## config.mk

```make
export PLATFORM = sky130hd
export DESIGN_NAME = gpio_port_modes
export DESIGN_NICKNAME = d
export VERILOG_FILES = /design/src/hdl/gpio_port_pkg.sv /design/src/hdl/gpio_pin_ctrl.sv /design/src/hdl/gpio_port_modes.sv
export VERILOG_INCLUDE_DIRS = /design/src /design/src/hdl
export SDC_FILE = /design/constraint.sdc
export NUM_CORES = 1
export LEC_CHECK = 0
export BUFFER_PORTS_ARGS = -buffer_cell sky130_fd_sc_hd__buf_4
export CORE_AREA = 3 3 186 224
export DETAILED_ROUTE_END_ITERATION = 8
export DIE_AREA = 0 0 189 227
export PLACE_DENSITY = 0.73
export SYNTH_ARGS = -nofsm -noshare
export SYNTH_HDL_FRONTEND = slang
export SYNTH_SLANG_ARGS = --single-unit
```

## constraint.sdc

```tcl
create_clock -name CLK -period 1.8 [get_ports CLK]
set_clock_uncertainty 0.2 [all_clocks]
set_input_delay 0.27 -clock CLK [delete_from_list [all_inputs] [get_ports CLK]]
set_output_delay 0.27 -clock CLK [all_outputs]
set_load 0.02 [all_outputs]
```

## src/hdl/gpio_port_defs.svh

```systemverilog
// Constants for the general purpose pin ports; the types are in gpio_port_pkg.
`ifndef GPIO_PORT_DEFS_SVH
`define GPIO_PORT_DEFS_SVH

`define PORT_COUNT 5
`define PORT_PINS 8
`define PIN_COUNT 40
`define LATCH_RESET 8'hFF
`define MODE_RESET 2'h3
// Strong high pulse length in clock cycles.
`define BOOST_CYCLES 2
`define BOOST_CNT_W 2

`endif

```

## src/hdl/gpio_port_pkg.sv

```systemverilog
// Types shared by the port logic.
package gpio_port_pkg;
  typedef enum logic [1:0] {
    MODE_INPUT = 2'h0,
    MODE_PUSH_PULL = 2'h1,
    MODE_OPEN_DRAIN = 2'h2,
    MODE_QUASI = 2'h3
  } pin_mode_field_t;

  typedef struct packed {
    logic drive_val;
    logic drive_oe_b;
  } pin_drive_t;
endpackage
```

## src/hdl/gpio_pin_ctrl.sv

```systemverilog
// One pin's mode decoding, synchroniser and quasi-bidirectional pulse.
`timescale 1ns/1ps
`include "gpio_port_defs.svh"
module gpio_pin_ctrl
  import gpio_port_pkg::*;
(
  // Clock and reset
  input wire logic clk,
  input wire logic rst_b,
  // Control
  input wire logic [1:0] mode,
  input wire logic latch,
  // Pin
  input wire logic pin_in,
  output logic level,
  output pin_drive_t drive
);

  logic sync1_q;
  logic sync2_q;
  logic [`BOOST_CNT_W-1:0] boost_q;
  logic [`BOOST_CNT_W-1:0] boost_d;
  logic boost_on;
  logic start_boost;
  logic drv_low;
  logic drv_high;

  // ---------------------------------------------------------------
  // Synchroniser
  // ---------------------------------------------------------------
  always_ff @(posedge clk or negedge rst_b) begin
    if (!rst_b) begin
      sync1_q <= 1'b1;
      sync2_q <= 1'b1;
    end else begin
      sync1_q <= pin_in;
      sync2_q <= sync1_q;
    end
  end
  assign level = sync2_q;

  // ---------------------------------------------------------------
  // Quasi-bidirectional boost
  // ---------------------------------------------------------------
  // A new pulse is only started when idle, but with the pad drive registered in the top the synchroniser
  // then still shows the level from before the pulse reached the pin, so a pin low at that point retriggers.
  assign boost_on = (boost_q != '0);
  assign start_boost = (mode == MODE_QUASI) && latch && !sync2_q && !boost_on;
  always_comb begin
    boost_d = boost_q;
    if (mode != MODE_QUASI || !latch) begin
      boost_d = '0;
    end else if (start_boost) begin
      boost_d = `BOOST_CNT_W'(`BOOST_CYCLES);
    end else if (boost_on) begin
      boost_d = boost_q - 1'b1;
    end
  end
  always_ff @(posedge clk or negedge rst_b) begin
    if (!rst_b) begin
      boost_q <= '0;
    end else begin
      boost_q <= boost_d;
    end
  end

  // ---------------------------------------------------------------
  // Driver decode
  // ---------------------------------------------------------------
  assign drv_low = !latch && (mode != MODE_INPUT);
  assign drv_high = latch && ((mode == MODE_PUSH_PULL) || boost_on);
  // One assignment for the whole carrier, so it has a single driver.
  assign drive = '{drive_val: latch, drive_oe_b: !(drv_low || drv_high)};

  a_boost_len: assert property (@(posedge clk) disable iff (!rst_b)
    start_boost |=> boost_on [*2] ##1 !boost_on)
    else $error("Quasi strong high pulse is not two cycles.");
  a_input_float: assert property (@(posedge clk) disable iff (!rst_b)
    (mode == MODE_INPUT) |-> drive.drive_oe_b)
    else $error("Input mode pin is driven.");
  a_open_drain: assert property (@(posedge clk) disable iff (!rst_b)
    (mode == MODE_OPEN_DRAIN) |-> (drive.drive_oe_b == latch))
    else $error("Open-drain drive does not follow the latch.");
endmodule

```

## src/hdl/gpio_port_modes.sv

```systemverilog
// Top of the forty-pin general purpose port block.
`timescale 1ns/1ps
`include "gpio_port_defs.svh"
module gpio_port_modes
  import gpio_port_pkg::*;
(
  // Clock and reset
  input wire logic CLK,
  input wire logic RST_B,
  // Configuration writes, one strobe per port
  input wire logic [`PORT_COUNT-1:0] MODE_WR,
  input wire logic [2*`PORT_PINS-1:0] MODE_WDATA,
  input wire logic [`PORT_COUNT-1:0] LATCH_WR,
  input wire logic [`PORT_PINS-1:0] LATCH_WDATA,
  // Register views
  output logic [2*`PIN_COUNT-1:0] PORT_MODE_SELECT,
  output logic [`PIN_COUNT-1:0] PORT_OUTPUT_LATCH,
  output logic [`PIN_COUNT-1:0] PIN_LEVEL_SAMPLE,
  // Pins
  input wire logic [`PIN_COUNT-1:0] PIN_IN,
  output logic [`PIN_COUNT-1:0] PIN_OUT,
  output logic [`PIN_COUNT-1:0] PIN_OE_B
);

  logic [2*`PIN_COUNT-1:0] mode_q;
  logic [`PIN_COUNT-1:0] latch_q;
  logic [`PIN_COUNT-1:0] level_w;
  pin_drive_t drive_w [`PIN_COUNT];

  // ---------------------------------------------------------------
  // Mode and latch registers
  // ---------------------------------------------------------------
  always_ff @(posedge CLK or negedge RST_B) begin
    if (!RST_B) begin
      mode_q <= {`PIN_COUNT{`MODE_RESET}};
      latch_q <= {`PORT_COUNT{`LATCH_RESET}};
    end else begin
      for (int p = 0; p < `PORT_COUNT; p++) begin
        if (MODE_WR[p]) begin
          mode_q[p*2*`PORT_PINS +: 2*`PORT_PINS] <= MODE_WDATA;
        end
        if (LATCH_WR[p]) begin
          latch_q[p*`PORT_PINS +: `PORT_PINS] <= LATCH_WDATA;
        end
      end
    end
  end

  // ---------------------------------------------------------------
  // Per-pin control
  // ---------------------------------------------------------------
  for (genvar i = 0; i < `PIN_COUNT; i++) begin : g_pin
    gpio_pin_ctrl u_pin (
      .clk(CLK),
      .rst_b(RST_B),
      .mode(mode_q[2*i +: 2]),
      .latch(latch_q[i]),
      .pin_in(PIN_IN[i]),
      .level(level_w[i]),
      .drive(drive_w[i])
    );
  end

  // ---------------------------------------------------------------
  // Registered outputs
  // ---------------------------------------------------------------
  // Registering the drive adds one cycle of pin latency; the two-cycle
  // boost keeps its length since both edges shift together.
  always_ff @(posedge CLK or negedge RST_B) begin
    if (!RST_B) begin
      PORT_MODE_SELECT <= {`PIN_COUNT{`MODE_RESET}};
      PORT_OUTPUT_LATCH <= {`PORT_COUNT{`LATCH_RESET}};
      PIN_LEVEL_SAMPLE <= '1;
      PIN_OUT <= '1;
      PIN_OE_B <= '1;
    end else begin
      PORT_MODE_SELECT <= mode_q;
      PORT_OUTPUT_LATCH <= latch_q;
      PIN_LEVEL_SAMPLE <= level_w;
      for (int k = 0; k < `PIN_COUNT; k++) begin
        PIN_OUT[k] <= drive_w[k].drive_val;
        PIN_OE_B[k] <= drive_w[k].drive_oe_b;
      end
    end
  end

  a_reset_quasi: assert property (@(posedge CLK)
    $rose(RST_B) |-> (mode_q == {`PIN_COUNT{`MODE_RESET}}) && (&latch_q))
    else $error("Reset state is not quasi mode with latches set.");
  a_push_pull: assert property (@(posedge CLK) disable iff (!RST_B)
    (mode_q[1:0] == MODE_PUSH_PULL) && !MODE_WR[0] && !LATCH_WR[0]
      |=> !PIN_OE_B[0] && (PIN_OUT[0] == latch_q[0]))
    else $error("Push-pull pin does not follow its latch.");
  a_quasi_low: assert property (@(posedge CLK) disable iff (!RST_B)
    (mode_q[1:0] == MODE_QUASI) && !latch_q[0] && !MODE_WR[0] && !LATCH_WR[0]
      |=> !PIN_OE_B[0] && !PIN_OUT[0])
    else $error("Quasi pin with latch zero is not driven low.");
  a_mode_write: assert property (@(posedge CLK) disable iff (!RST_B)
    MODE_WR[1] |=> ##1 PORT_MODE_SELECT[16 +: 16] == $past(MODE_WDATA, 2))
    else $error("Mode write did not reach the view.");
  a_level_path: assert property (@(posedge CLK) disable iff (!RST_B)
    ##3 PIN_LEVEL_SAMPLE[0] == $past(PIN_IN[0], 3))
    else $error("Pin level sample is not three cycles behind the pin.");
  a_latch_write: assert property (@(posedge CLK) disable iff (!RST_B)
    LATCH_WR[4] |=> ##1 PORT_OUTPUT_LATCH[32 +: 8] == $past(LATCH_WDATA, 2))
    else $error("Latch write did not reach the view.");
  a_input_top: assert property (@(posedge CLK) disable iff (!RST_B)
    (mode_q[79:78] == MODE_INPUT) |=> PIN_OE_B[39])
    else $error("Input mode pin is driven at the pad.");
  a_drain_top: assert property (@(posedge CLK) disable iff (!RST_B)
    (mode_q[79:78] == MODE_OPEN_DRAIN) && !LATCH_WR[4]
      |=> (PIN_OE_B[39] == latch_q[39]) && (PIN_OE_B[39] || !PIN_OUT[39]))
    else $error("Open-drain pad does not follow its latch.");
endmodule

```

==> out/qor.txt <==
JOB
--------------------------------------------------------------------------------
Max-Cap Viols                                                                  0

SYNTH
--------------------------------------------------------------------------------
Number of nets produced by synthesis                                        1263
Synth area leaders                                                  dfstp_2 59%, dfrtp_1 11%, mux2_2 4.4%
Count of unique library cells instantiated by Yosys                           19
Share of synthesized flip-flops with an asynchronous set or reset           100%
Library cell with the highest instance count after synthesis             dfstp_2
Sequential element share of the synthesized area                           70.6%
Yosys warns                                                                    0
Yosys top cell area share                                                  59.3%
Syn Inst Count                                                              1147
Number of enable flip-flop cells after synthesis                               0
Post-synthesis cell type with the largest combined area                  dfstp_2
Top flip-flop cell by instance count after synthesis                     dfstp_2
Flop and latch count out of synthesis                                        480
Cell types with the highest counts after synthesis                  400 x dfstp_2, 98 x nor2b_1, 80 x dfrtp_1, 80 x inv_1, 70 x mux2_2
Post-synth design cell area                                           0.0177 mm2
Avg Cell Area, Syn                                                      15.5 um2

POWER AND IR DROP
--------------------------------------------------------------------------------
Leakage power of the design                                              9.58 nW
Switching portion of total power                                           23.8%
Net switching power of the design                                        6.38 mW
VDD IR max                                                              0.832 mV
Sequential share of power                                                  48.4%
Comb pwr share                                                             12.4%
Cell Int Power                                                           20.4 mW
Clock network power share                                                  39.2%
Power density cells                                                  1170 mW/mm2
Total Power Consumption                                                  26.8 mW

STA
--------------------------------------------------------------------------------
Final count of pins violating max slew                                         0
Number of endpoints failing setup at the final stage                           0
Maximum operating frequency                                            0.573 GHz
Period Utilization, post-route                                             97.0%
Setup repair after global routing missed its margin                           no
Hold violation total from the final report                                     0
TNS Setup                                                                   0 ps
Pin slew with the least headroom to its limit                             419 ps
Headroom to the max-slew limit                                             72.0%
Final Critical Period                                                    1750 ps

CLOCKING
--------------------------------------------------------------------------------
Clk buf depth                                                                  3
Number of CTS-inserted buffers                                                47
Max H-tree Level                                                               2
Clk sinks                                                                    480
Root buffer cell                                                       clkbuf_16
Clock tree from TritonCTS                                                  built
Reg clk slew, reported paths                                               60 ps
Clk Latency, worst-skew pair                                              540 ps
# resized after CTS                                                            0

DETAILED ROUTING
--------------------------------------------------------------------------------
Post-route DRC                                                                 0
Violation count after the first detailed-route iteration                     359
Overall routed net length                                               38500 um
Per-cell via count in the routed design                                     4.90
Remaining antenna violation count                                              0
Vias                                                                       10400
DRT Pass-1 Iters                                                               4
Routed WL per cell                                                       18.2 um

WORST HOLD PATH
--------------------------------------------------------------------------------
Classification of the worst-slack hold path                         input port to flip-flop

GLOBAL ROUTING
--------------------------------------------------------------------------------
Met3 routing resource usage after global routing                           4.88%
Aggregate global routing overflow                                              0
First-pass GRT wire length                                              59900 um
GRT Max-Usage Layer                                                         met2
Antenna violations before repair                                               2
Pin count of the biggest net entering global routing                          79
Met2 layer usage reported by global route                                  29.8%
Met1 track demand over resource                                            22.7%
Global routing usage summed across all routing layers                      17.8%
Vias in the first global route                                             11000

CRITICAL PATH
--------------------------------------------------------------------------------
Capture point of the worst path                                     latch_q[8]$_DFFE_PN1P_
CP max stage cell                                                   dlygate4sd3_1
Critical Path, Cell by Cell                                         dlygate4sd3_1 -> buf_4 -> mux2_2 -> dlygate4sd3_1
Top Family by Delay on Critical Path                                buffers and inverters
Endpoint of the most critical register-to-register path             latch_q[8]$_DFFE_PN1P_
Count of cells along the worst register-to-register path                       2
Nature of the critical path startpoint                                input port
Timing startpoint of the critical path                               LATCH_WR[1]
Data required time of the worst path                                     2070 ps
Kind of critical path                                               input port to flip-flop
Total buffers and inverters traversed by the critical path                     3
Delay contributed by the slowest stage of the critical path               550 ps
Reg2Reg Launch Point                                                latch_q[8]$_DFFE_PN1P_
Highest net fanout along the worst path                                        8
Critical Path AT                                                         2020 ps
Critical Path End Type                                                 flip-flop
Slack of the worst reg-to-reg path                                        300 ps
Stages on worst setup path                                                     4
Critical path's most frequent cell                                  dlygate4sd3_1

PLACE
--------------------------------------------------------------------------------
Final estimated routing congestion in global placement                     0.757
Input/output buffers                                                         315
DP Wirelength                                                           26100 um

FLOORPLANNING
--------------------------------------------------------------------------------
Placeable core region                                                 0.0397 mm2
Width of the die                                                          189 um
Cell Rows                                                                     80
Total Die Area                                                        0.0429 mm2
Vertical die dimension                                                    227 um
Number of top-level pins                                                     316
Effective utilization at floorplan                                         44.6%

FINAL LAYOUT
--------------------------------------------------------------------------------
Final core utilization                                                     57.8%
Final Net Count                                                             1663
Growth of design area from synthesis to finish                             29.5%
Filler cell count                                                           3068
Fraction of final layout cells with drive strength greater than 1          60.1%

STATUS
--------------------------------------------------------------------------------
Outcome                                                             finished, final reports clean

==> placed cells by master (no fill, tap or decap), types with 9 or more instances in the layout <==
cell type | synthesis | routed
dfstp_2 | 400 | 400
inv_1 | 80 | 80
nor2b_1 | 98 | 98
nand3_1 | 52 | 52
clkbuf_1 | 0 | 11
a211oi_1 | 28 | 28
clkbuf_8 | 0 | 9
mux2_4 | 50 | 50
clkbuf_16 | 0 | 49
dfrtp_1 | 80 | 80
nand2_1 | 11 | 11
buf_4 | 40 | 324
ha_1 | 40 | 40
nor3_1 | 29 | 29
or2_2 | 23 | 23
a311oi_1 | 40 | 40
buf_12 | 5 | 9
a21oi_1 | 23 | 23
a21boi_0 | 68 | 68
dlygate4sd3_1 | 0 | 72
mux2_2 | 70 | 70
==> routing by layer <==
layer / wire (um) / share of wire, %
met3: 2680 / 7.0
met5: 13 / 0.034
met1: 15900 / 41
met2: 18900 / 49
met4: 1020 / 2.7
==> power by group through the flow <==
stage	clock [mW]	sequential [mW]	combinational [mW]
floorplan	0	13.5	1.21
global placement	0	13.1	3.15
detailed placement	0	13.1	3.23
CTS	10.8	13.0	3.37
global route	11.2	13.1	3.57
finish	10.5	13.0	3.33
==> per-stage QoR <==
step	worst slack, ps	cell area [um2]	instances	hold slack (ps)
final	53.7	23000	2119	42.6
after global routing	5.94	23000	2119	20.1
after CTS	23.0	22900	2118	6.68
after detailed placement	402	20500	1959	-4.28
after global placement	472	20500	1959	-1.83
after floorplan	515	17700	1147	-226
==> final cells by class <==
| type | count | area, um2 | share of cell area [%] |
|---|---|---|---|
| clock buffer | 69 | 1390 | 6.06 |
| multi-input combinational | 532 | 4430 | 19.3 |
| inverter | 80 | 300 | 1.31 |
| antenna | 1 | 2.50 | 0.0109 |
| sequential | 480 | 12500 | 54.5 |
| tap | 533 | 667 | 2.91 |
| clock inverter | 18 | 302 | 1.31 |
| timing repair buffer | 406 | 3350 | 14.6 |
==> what timing repair did <==
action	CTS	global route
endpoints found under the hold margin	397	0
hold buffers	72	0
setup buffers	0	0
==> sequential cells by signal (all words and copies together), names as in the netlist <==
register and count:
g_pin.u_pin.boost_q 80, mode_q 80, g_pin.u_pin.level 40, PIN_OE_B 40, PIN_OUT 40, g_pin.u_pin.sync1_q 40, latch_q 40, PIN_LEVEL_SAMPLE 40
PORT_MODE_SELECT 80
==> kinds of logic (layout without fill, tap and decap cells) <==
| group | after synthesis | after routing | share of synthesized area [%] |
|---|---|---|---|
| DFF | 480 | 480 | 70.6 |
| and+or+nand+nor | 213 | 213 | 6.79 |
| AOI/OAI and AO/OA | 159 | 159 | 6.69 |
| buffers and inverters | 135 | 573 | 4.41 |
| muxes | 120 | 120 | 8.68 |
| adders and majority gates | 40 | 40 | 2.82 |
| other | 0 | 1 | 0 |
==> how the worst min path moves through the flow <==
stage               startpoint                                endpoint  slack (ps)  cells past startpoint
floorplan                RST_B   g_pin[0].u_pin.boost_q[0]$_DFFE_PN0P_        -230                      0
global placement         RST_B  g_pin[24].u_pin.boost_q[0]$_DFFE_PN0P_          -2                      1
detailed placement       RST_B  g_pin[24].u_pin.boost_q[0]$_DFFE_PN0P_          -4                      1
CTS                 MODE_WR[0]                   mode_q[5]$_DFFE_PN1P_           7                      2
global route        MODE_WR[4]                  mode_q[71]$_DFFE_PN1P_          20                      2
finish              MODE_WR[0]                   mode_q[5]$_DFFE_PN1P_          40                      2
==> worst register-to-register path, cell delays in order (launching register included) <==
cell and delay (ps):
dfstp_2 560, mux2_2 150, dlygate4sd3_1 540
No activity file was read; power rests on OpenSTA's default activity.
